[src/design/rtcm_pkg.sv]
// package: constants, register map and types of the month/year/alarm block
package rtcm_pkg;

    // ==========================================================
    // register map (word index on the plain register port)
    localparam logic [3:0] OFS_MONTH_COUNT   = 4'h0;
    localparam logic [3:0] OFS_YEAR_COUNT    = 4'h1;
    localparam logic [3:0] OFS_SECOND_ALARM  = 4'h2;
    localparam logic [3:0] OFS_MINUTE_ALARM  = 4'h3;
    localparam logic [3:0] OFS_HOUR_ALARM    = 4'h4;
    localparam logic [3:0] OFS_WEEKDAY_ALARM = 4'h5;
    localparam logic [3:0] OFS_DATE_ALARM    = 4'h6;
    localparam logic [3:0] OFS_MONTH_ALARM   = 4'h7;
    localparam logic [3:0] OFS_ALARM_CTRL    = 4'h8;
    localparam logic [3:0] OFS_IRQ_STATUS    = 4'h9;
    localparam logic [3:0] OFS_IRQ_MASK      = 4'ha;

    // ==========================================================
    // field layout
    localparam int          NUM_ALARMS      = 6;
    localparam int          ENB_BIT         = 7;
    localparam int          FLAG_BIT        = 0;
    localparam logic [7:0]  MONTH_MASK      = 8'h1f;
    localparam logic [7:0]  YEAR_MASK       = 8'hff;
    // time-field masks of the alarm registers, ALARM_COMPARE_ENABLE excluded
    localparam logic [6:0]  ALARM_MASK [NUM_ALARMS] = '{
        7'h7f, 7'h7f, 7'h3f, 7'h07, 7'h3f, 7'h1f};

    // interrupt status / mask bits
    localparam int          IRQ_W           = 3;
    localparam int          IRQ_ALARM       = 0;
    localparam int          IRQ_MONTH_WRAP  = 1;
    localparam int          IRQ_YEAR_WRAP   = 2;

    // ==========================================================
    // bcd limits
    localparam logic [7:0]  MONTH_FIRST     = 8'h01;
    localparam logic [7:0]  MONTH_LAST      = 8'h12;
    localparam logic [7:0]  YEAR_LAST       = 8'h99;
    localparam logic [7:0]  YEAR_FIRST      = 8'h00;
    localparam logic [3:0]  DIGIT_MAX       = 4'h9;
    localparam logic [3:0]  DIGIT_ZERO      = 4'h0;
    localparam logic [3:0]  DIGIT_ONE       = 4'h1;
    localparam logic [7:0]  BYTE_ZERO       = 8'h00;

    // ==========================================================
    // counter values of the second to date stages, same clock
    typedef struct packed {
        logic [7:0] second;
        logic [7:0] minute;
        logic [7:0] hour;
        logic [7:0] weekday;
        logic [7:0] date;
    } rtcm_time_t;

    // ==========================================================
    // bcd increment without wrap
    function automatic logic [7:0] rtcm_bcd_inc(input logic [7:0] v);
        logic [7:0] r;
        r = v;
        if (v[3:0] == DIGIT_MAX) begin
            r = {v[7:4] + DIGIT_ONE, DIGIT_ZERO};
        end else begin
            r = {v[7:4], v[3:0] + DIGIT_ONE};
        end
        return r;
    endfunction

endpackage

[src/design/rtcm_top.sv]
// month and year calendar counters with the alarm compare registers
//
// Notes on behaviour
// month counter: 8-bit register, two bcd digits, software writes and reads it
// month advances once for each end-of-month carry from the date stage
// software loads month only with 00 to 12; otherwise counting undefined
// software stops counting with the run bit before writing calendar counters
// month and year counters keep contents through every reset; no reset value
// year counter: two bcd digits in eight bits, advances on month carry
// software loads year only with 00 to 99
// leap year when year value divisible by four; 00 counts as leap
// bit 7 of each alarm register enables it; all enabled must match
// second and minute alarm fields hold bcd 00 to 59 with enable
// hour alarm field holds 00 to 23; bit 6 reads zero
// weekday alarm field in bits 2..0 holds 0 to 6; bits 6..3 read zero
// weekday codes run 0 for sunday up to 6 for saturday
// date alarm field holds 01 to 31 respecting month lengths
// power-on reset clears alarm enables; alarm time fields keep contents
// match sets alarm flag; writing 0 clears it, writing 1 leaves it
// month alarm holds bcd 01 to 12 plus enable and joins the match
// compare runs on each counting step, seeing the values it produces
//
// Decided for this implementation: the register addresses and strobed register access.
`timescale 1ns/100ps

module rtcm_top
    import rtcm_pkg::*;
(
    input  wire logic       CLK,
    input  wire logic       RST,
    input  wire logic [3:0] ADDR,
    input  wire logic [7:0] WDATA,
    input  wire logic       WR,
    input  wire logic       RD,
    output logic      [7:0] RDATA,
    input  wire rtcm_time_t TIME_IN,
    input  wire logic       COUNT_STEP,
    input  wire logic       DATE_CARRY,
    input  wire logic       RUN,
    output logic      [7:0] MONTH,
    output logic      [7:0] YEAR,
    output logic            LEAP_YEAR,
    output logic            ALARM_FLAG,
    output logic            IRQ
);

    // ==========================================================
    // register decode
    wire logic wr_month   = WR && (ADDR == OFS_MONTH_COUNT);
    wire logic wr_year    = WR && (ADDR == OFS_YEAR_COUNT);
    wire logic wr_ctrl    = WR && (ADDR == OFS_ALARM_CTRL);
    wire logic wr_status  = WR && (ADDR == OFS_IRQ_STATUS);
    wire logic wr_mask    = WR && (ADDR == OFS_IRQ_MASK);

    logic [7:0]           month_q;
    logic [7:0]           month_d;
    logic [7:0]           year_q;
    logic [7:0]           year_d;
    logic                 leap_q;
    logic                 leap_d;
    logic                 flag_q;
    logic                 flag_d;
    logic [IRQ_W-1:0]     status_q;
    logic [IRQ_W-1:0]     status_d;
    logic [IRQ_W-1:0]     mask_q;
    logic [IRQ_W-1:0]     mask_d;
    logic                 irq_q;
    logic [7:0]           rdata_q;
    logic [7:0]           rdata_d;

    // ==========================================================
    // month and year counting
    // counting only while running; a write in the same cycle wins over a step
    wire logic step      = RUN && COUNT_STEP;
    wire logic month_adv = step && DATE_CARRY;
    wire logic month_end = (month_q == MONTH_LAST);
    wire logic year_adv  = month_adv && month_end;
    wire logic year_end  = (year_q == YEAR_LAST);

    wire logic [7:0] month_inc = month_end ? MONTH_FIRST : rtcm_bcd_inc(month_q);
    wire logic [7:0] year_inc  = year_end ? YEAR_FIRST : rtcm_bcd_inc(year_q);

    assign month_d = wr_month  ? (WDATA & MONTH_MASK) :
                     month_adv ? month_inc : month_q;
    assign year_d  = wr_year   ? (WDATA & YEAR_MASK) :
                     year_adv  ? year_inc : year_q;

    // divisible by four in bcd: even tens with 0/4/8, odd tens with 2/6
    wire logic ones_048 = (year_d[3:0] == 4'h0) || (year_d[3:0] == 4'h4) ||
                          (year_d[3:0] == 4'h8);
    wire logic ones_26  = (year_d[3:0] == 4'h2) || (year_d[3:0] == 4'h6);
    assign leap_d = year_d[4] ? ones_26 : ones_048;

    // no reset on purpose: the calendar must survive every reset
    always_ff @(posedge CLK) begin
        month_q <= month_d;
        year_q  <= year_d;
    end

    // ==========================================================
    // alarm registers: enables reset, time fields keep contents
    logic [NUM_ALARMS-1:0] enb_q;
    logic [6:0]            field_q [NUM_ALARMS];
    logic [NUM_ALARMS-1:0] hit;
    logic [7:0]            cmp_cnt [NUM_ALARMS];
    logic [7:0]            alarm_rd [NUM_ALARMS];

    // the month compare sees the value this step produces
    assign cmp_cnt[0] = TIME_IN.second;
    assign cmp_cnt[1] = TIME_IN.minute;
    assign cmp_cnt[2] = TIME_IN.hour;
    assign cmp_cnt[3] = TIME_IN.weekday;
    assign cmp_cnt[4] = TIME_IN.date;
    assign cmp_cnt[5] = month_d;

    genvar g;
    generate
        for (g = 0; g < NUM_ALARMS; g++) begin : g_alarm
            wire logic wr_al = WR && (ADDR == OFS_SECOND_ALARM + 4'(g));

            always_ff @(posedge CLK or posedge RST) begin
                if (RST) begin
                    enb_q[g] <= 1'b0;
                end else if (wr_al) begin
                    enb_q[g] <= WDATA[ENB_BIT];
                end
            end

            // reserved bits are never stored, so they read as zero
            always_ff @(posedge CLK) begin
                if (wr_al) begin
                    field_q[g] <= WDATA[6:0] & ALARM_MASK[g];
                end
            end

            // a disabled register counts as matching
            assign hit[g] = !enb_q[g] ||
                            (field_q[g] == (cmp_cnt[g][6:0] & ALARM_MASK[g]));
            assign alarm_rd[g] = {enb_q[g], field_q[g]};
        end
    endgenerate

    // at least one enable needed, otherwise every step would fire
    wire logic match = step && (&hit) && (|enb_q);

    // ==========================================================
    // alarm flag and interrupt
    // a match in the clearing cycle wins over the clear
    assign flag_d = match || (flag_q && !(wr_ctrl && !WDATA[FLAG_BIT]));

    // year wrap only on 99 to 00, month wrap on every december carry
    wire logic [IRQ_W-1:0] events = {year_adv && year_end, month_adv && month_end, match};
    wire logic [IRQ_W-1:0] clr    = wr_status ? WDATA[IRQ_W-1:0] : '0;
    assign status_d = events | (status_q & ~clr);
    // irq follows a mask write on the same edge, no stale cycle
    assign mask_d   = wr_mask ? WDATA[IRQ_W-1:0] : mask_q;

    always_ff @(posedge CLK or posedge RST) begin
        if (RST) begin
            flag_q   <= 1'b0;
            status_q <= '0;
            mask_q   <= '0;
            irq_q    <= 1'b0;
            leap_q   <= 1'b0;
        end else begin
            flag_q   <= flag_d;
            status_q <= status_d;
            irq_q    <= |(status_d & mask_d);
            leap_q   <= leap_d;
            mask_q   <= mask_d;
        end
    end

    // ==========================================================
    // read path: data stands only in the cycle after the strobe
    always_comb begin
        rdata_d = BYTE_ZERO;
        if (RD) begin
            case (ADDR)
                OFS_MONTH_COUNT:   rdata_d = month_q;
                OFS_YEAR_COUNT:    rdata_d = year_q;
                OFS_SECOND_ALARM:  rdata_d = alarm_rd[0];
                OFS_MINUTE_ALARM:  rdata_d = alarm_rd[1];
                OFS_HOUR_ALARM:    rdata_d = alarm_rd[2];
                OFS_WEEKDAY_ALARM: rdata_d = alarm_rd[3];
                OFS_DATE_ALARM:    rdata_d = alarm_rd[4];
                OFS_MONTH_ALARM:   rdata_d = alarm_rd[5];
                OFS_ALARM_CTRL:    rdata_d = {7'h00, flag_q};
                OFS_IRQ_STATUS:    rdata_d = {5'h00, status_q};
                OFS_IRQ_MASK:      rdata_d = {5'h00, mask_q};
                default:           rdata_d = BYTE_ZERO;
            endcase
        end
    end

    always_ff @(posedge CLK or posedge RST) begin
        if (RST) begin
            rdata_q <= BYTE_ZERO;
        end else begin
            rdata_q <= rdata_d;
        end
    end

    // ==========================================================
    // outputs
    assign RDATA      = rdata_q;
    assign MONTH      = month_q;
    assign YEAR       = year_q;
    assign LEAP_YEAR  = leap_q;
    assign ALARM_FLAG = flag_q;
    assign IRQ        = irq_q;

endmodule

[config.mk]
export PLATFORM = sky130hd
export DESIGN_NAME = rtcm_top
export DESIGN_NICKNAME = d
export VERILOG_FILES = /design/src/design/rtcm_pkg.sv /design/src/design/rtcm_top.sv
export SDC_FILE = /design/constraint.sdc
export NUM_CORES = 1
export LEC_CHECK = 0
export ABC_AREA = 1
export BUFFER_PORTS_ARGS = -buffer_cell sky130_fd_sc_hd__buf_2
export CAP_MARGIN = 20
export CORE_UTILIZATION = 59
export DETAILED_ROUTE_END_ITERATION = 10
export GPL_ROUTABILITY_DRIVEN = 0
export PLACE_DENSITY = 0.86
export SKIP_LAST_GASP = 1
export SLEW_MARGIN = 40
export SYNTH_ARGS = -nofsm -noshare
export SYNTH_HDL_FRONTEND = slang
export SYNTH_SLANG_ARGS = --single-unit
[constraint.sdc]
create_clock -name CLK -period 3.81 [get_ports CLK]
set_input_delay 0.5715 -clock CLK [delete_from_list [all_inputs] [get_ports CLK]]
set_output_delay 0.5715 -clock CLK [all_outputs]
set_load 0.05 [all_outputs]
==> qor.tcl <==
set qor(design.core.area_um2) 6390
set qor(r2r.worst_path.cells) 14
set qor(num_vias) 3665
set qor(synthDominantCellAreaShare_pct) 28.3
set qor(tritoncts) {done}
set qor(finalCritPeriodShare_pct) 58.7
set qor(ff_latch_count_synth) 73
set qor(critical_path.reg2reg.endpoint) {IRQ$_DFF_PP0_}
set qor(viasPerCell) 5.93
set qor(grt_overflow_total) 0
set qor(clk-insertion-delay-late_ps) 350
set qor(seq_area_frac_synth_pct) 49.6
set qor(dp_hpwl_um) 8050
set qor(slew_headroom_pct) 50.0
set qor(ys_dominant_reg_cell) {sky130_fd_sc_hd__edfxtp_1}
set qor(place.port_buffers) 74
set qor(synthTopCellsByArea) {sky130_fd_sc_hd__edfxtp_1, sky130_fd_sc_hd__dfrtp_1, sky130_fd_sc_hd__nand2_1}
set qor(crit_path_capture_type) {flip-flop}
set qor(h-tree-depth) 3
set qor(grt_start_max_net_pins) 24
set qor(drc_errors) 0
set qor(run_status) {finished clean}
set qor(setup_viol) 0
set qor(power.density_cell_area_nw_per_um2) 518
set qor(reg2reg_from) {MONTH[4]$_DFF_P_}
set qor(top_level_port_count) 86
set qor(antennaDiodeCount) 0
set qor(hold_path.class) {primary input to asynchronous set/reset pin}
set qor(drive_gt1_share_pct) 22.0
set qor(yosysUniqueCellTypes) 45
set qor(layout-area-overhead-vs-synth_pct) 16.8
set qor(fin_ws_ps) 1570
set qor(syn-cell-area_um2) 3930
set qor(post-cts-setup-buffers) 0
set qor(cap_violations) 0
set qor(detail_route.wl_per_cell_um) 17.4
set qor(pre_cts_ws_ps) 1640
set qor(placement_rows) 29
set qor(grt.total_usage_pct) 32.5
set qor(rsz_0062_raised_after_global_routing) {no}
set qor(synth_top_area_cell) {sky130_fd_sc_hd__edfxtp_1}
set qor(synth-edff-count) 37
set qor(clk_pin_slew_worst_paths_ps) 80
set qor(slack_of_the_worst_reg_to_reg_path_ps) 1570
set qor(number_of_antenna_violations_at_the_first_check_in_global_routing) 0
set qor(fmax_ghz) 0.447
set qor(drtIter0Drc) 497
set qor(asyncSetResetFlopFracSynth_pct) 31.5
set qor(finalNetCount) 601
set qor(worstPathRequired_ps) 4110
set qor(final_period_minus_worst_setup_slack_ps) 2240
set qor(root_buffer) {sky130_fd_sc_hd__clkbuf_8}
set qor(postRouteAntennaNets) 0
set qor(drt_wl_total_um) 10700
set qor(synth.net_count) 516
set qor(vias_in_the_first_global_route) 3488
set qor(slew_violations) 0
set qor(clockBufferDepth) 2
set qor(syn_avg_cell_area_um2) 8.71
set qor(vdd_ir_drop_max_mv) 0.440
set qor(tritoncts_num_sinks) 73
set qor(die_w_um) 83.6
set qor(syn_inst) 451
set qor(cts_made_buffers) 9
set qor(worst-setup-path-type) {flip-flop to flip-flop}
set qor(critPathArrivalTime_ps) 2530
set qor(finalHoldViolations) 0
set qor(setup_tns_ps) 0
set qor(die_area_um2) 6990
set qor(post_cts.resized_instances) 0
set qor(skew_ps) 7.43
set qor(die_height_um) 83.6
set qor(start_util_pct) 61.5
set qor(wire_length_of_the_first_global_routing_pass_um) 17300
set qor(ys.warnings.count) 0
set qor(power.static_leakage_uw) 0.00219
set qor(critical_path_peak_fanout) 9
set qor(max_slew.worst_pin.slew_ps) 744
set qor(setup.worst_path.start_class) {flip-flop}
set qor(cts_hold_buf) 0
set qor(first_pass_iters) 6
==> worst max-delay path: stages, from the launching register on <==
cell,delay [ps]
sky130_fd_sc_hd__dfxtp_1,500
sky130_fd_sc_hd__ha_1,190
sky130_fd_sc_hd__nor3b_1,240
sky130_fd_sc_hd__nand3_2,310
sky130_fd_sc_hd__nand2_4,190
sky130_fd_sc_hd__inv_2,60
sky130_fd_sc_hd__nand2_1,60
sky130_fd_sc_hd__nand3_1,60
sky130_fd_sc_hd__nand2_1,60
sky130_fd_sc_hd__nand3_1,60
sky130_fd_sc_hd__o21bai_1,130
sky130_fd_sc_hd__nand2_1,110
sky130_fd_sc_hd__nand2_2,80
sky130_fd_sc_hd__nand2_1,50
sky130_fd_sc_hd__nand2_1,60
==> per-stage QoR <==
stage	utilization [%]	std cells	cell area, um^2	hold slack (ps)	power [uW]
after floorplan	-	451	3930	483	1560
after global placement	68.8	602	4400	479	1740
after detailed placement	68.8	602	4400	501	1770
after CTS	71.9	618	4590	240	2370
after global routing	71.9	618	4590	266	2490
final	71.9	618	4590	238	2380
==> synthesized netlist by cell type (all sizes together) (2+ instances only) <==
cell type  number
nand2         100
inv            75
nor2           42
edfxtp         37
nand3          34
o21ai          27
dfrtp          23
xor2           14
a21oi          13
dfxtp          13
xnor2          10
ha              6
nand4           5
nor3b           5
o21a            5
o22ai           5
a221oi          4
nor3            4
a211oi          3
a31oi           3
nor4            3
o31ai           3
or2             3
a22o            2
o2111ai         2
o221ai          2
==> how the worst max path moves through the flow <==
stage	to	slack [ps]	startpoint	depth (start not counted)
2_1_floorplan	IRQ$_DFF_PP0_	1700	MONTH[4]$_DFF_P_	14
3_3_place_gp	IRQ$_DFF_PP0_	1670	MONTH[4]$_DFF_P_	14
3_5_place_dp	IRQ$_DFF_PP0_	1640	ADDR[2]	14
4_1_cts	IRQ$_DFF_PP0_	1640	MONTH[4]$_DFF_P_	14
5_1_grt	IRQ$_DFF_PP0_	1350	MONTH[4]$_DFF_P_	14
6_report	IRQ$_DFF_PP0_	1570	MONTH[4]$_DFF_P_	14
==> cell families after synthesis <==
| kind of cell | Yosys count | share of synthesized area, % |
|---|---|---|
| compound gates | 76 | 12.7 |
| xor+xnor | 24 | 5.35 |
| fa+ha+maj | 6 | 1.91 |
| simple gates | 197 | 23.3 |
| buf+inv | 75 | 7.17 |
| flops | 73 | 49.6 |
==> cells in the final DEF (no fill, tap or decap), types with 6 or more instances in the layout <==
master / Yosys / layout
sky130_fd_sc_hd__ha_1: 6 / 6
sky130_fd_sc_hd__xnor2_1: 10 / 10
sky130_fd_sc_hd__nand2_1: 94 / 94
sky130_fd_sc_hd__inv_1: 69 / 68
sky130_fd_sc_hd__o21ai_0: 21 / 21
sky130_fd_sc_hd__clkbuf_8: 0 / 9
sky130_fd_sc_hd__dfxtp_1: 13 / 13
sky130_fd_sc_hd__buf_2: 0 / 74
sky130_fd_sc_hd__nor2_1: 35 / 35
sky130_fd_sc_hd__edfxtp_1: 37 / 37
sky130_fd_sc_hd__nand3_1: 32 / 32
sky130_fd_sc_hd__dfrtp_1: 23 / 23
sky130_fd_sc_hd__a21oi_1: 12 / 12
sky130_fd_sc_hd__xor2_1: 14 / 14
sky130_fd_sc_hd__inv_2: 6 / 7
==> sequential cells by signal, summed over array words and instances (netlist names) <==
name	cells
field_q	34
MONTH	8
RDATA	8
YEAR	8
alarm_rd	6
mask_q	3
status_q	3
ALARM_FLAG	1
IRQ	1
LEAP_YEAR	1
==> area by class of cell <==
class / instances / area (um^2)
Clock inverter: 6 / 67.6
Sequential cell: 73 / 1950
Fill cell: 495 / 1800
Clock buffer: 10 / 128
Tap cell: 77 / 96.3
Timing Repair Buffer: 74 / 370
Multi-Input combinational cell: 303 / 1700
Inverter: 75 / 282
==> metal layers <==
metal  wire (um)  track usage, %  part of all wire (%)
met1        4100            42.5                    38
met2        5070            52.4                    47
met3        1150            7.12                    11
met4         435            13.9                   4.0
met5           0               0                     0
==> power by group <==
group / switching [uW] / internal (uW) / total [uW]
Combinational: 534 / 213 / 747
Clock: 306 / 305 / 610
Sequential: 92.3 / 929 / 1020
Total: 932 / 1450 / 2380
Power figures use the tool's default switching activity.
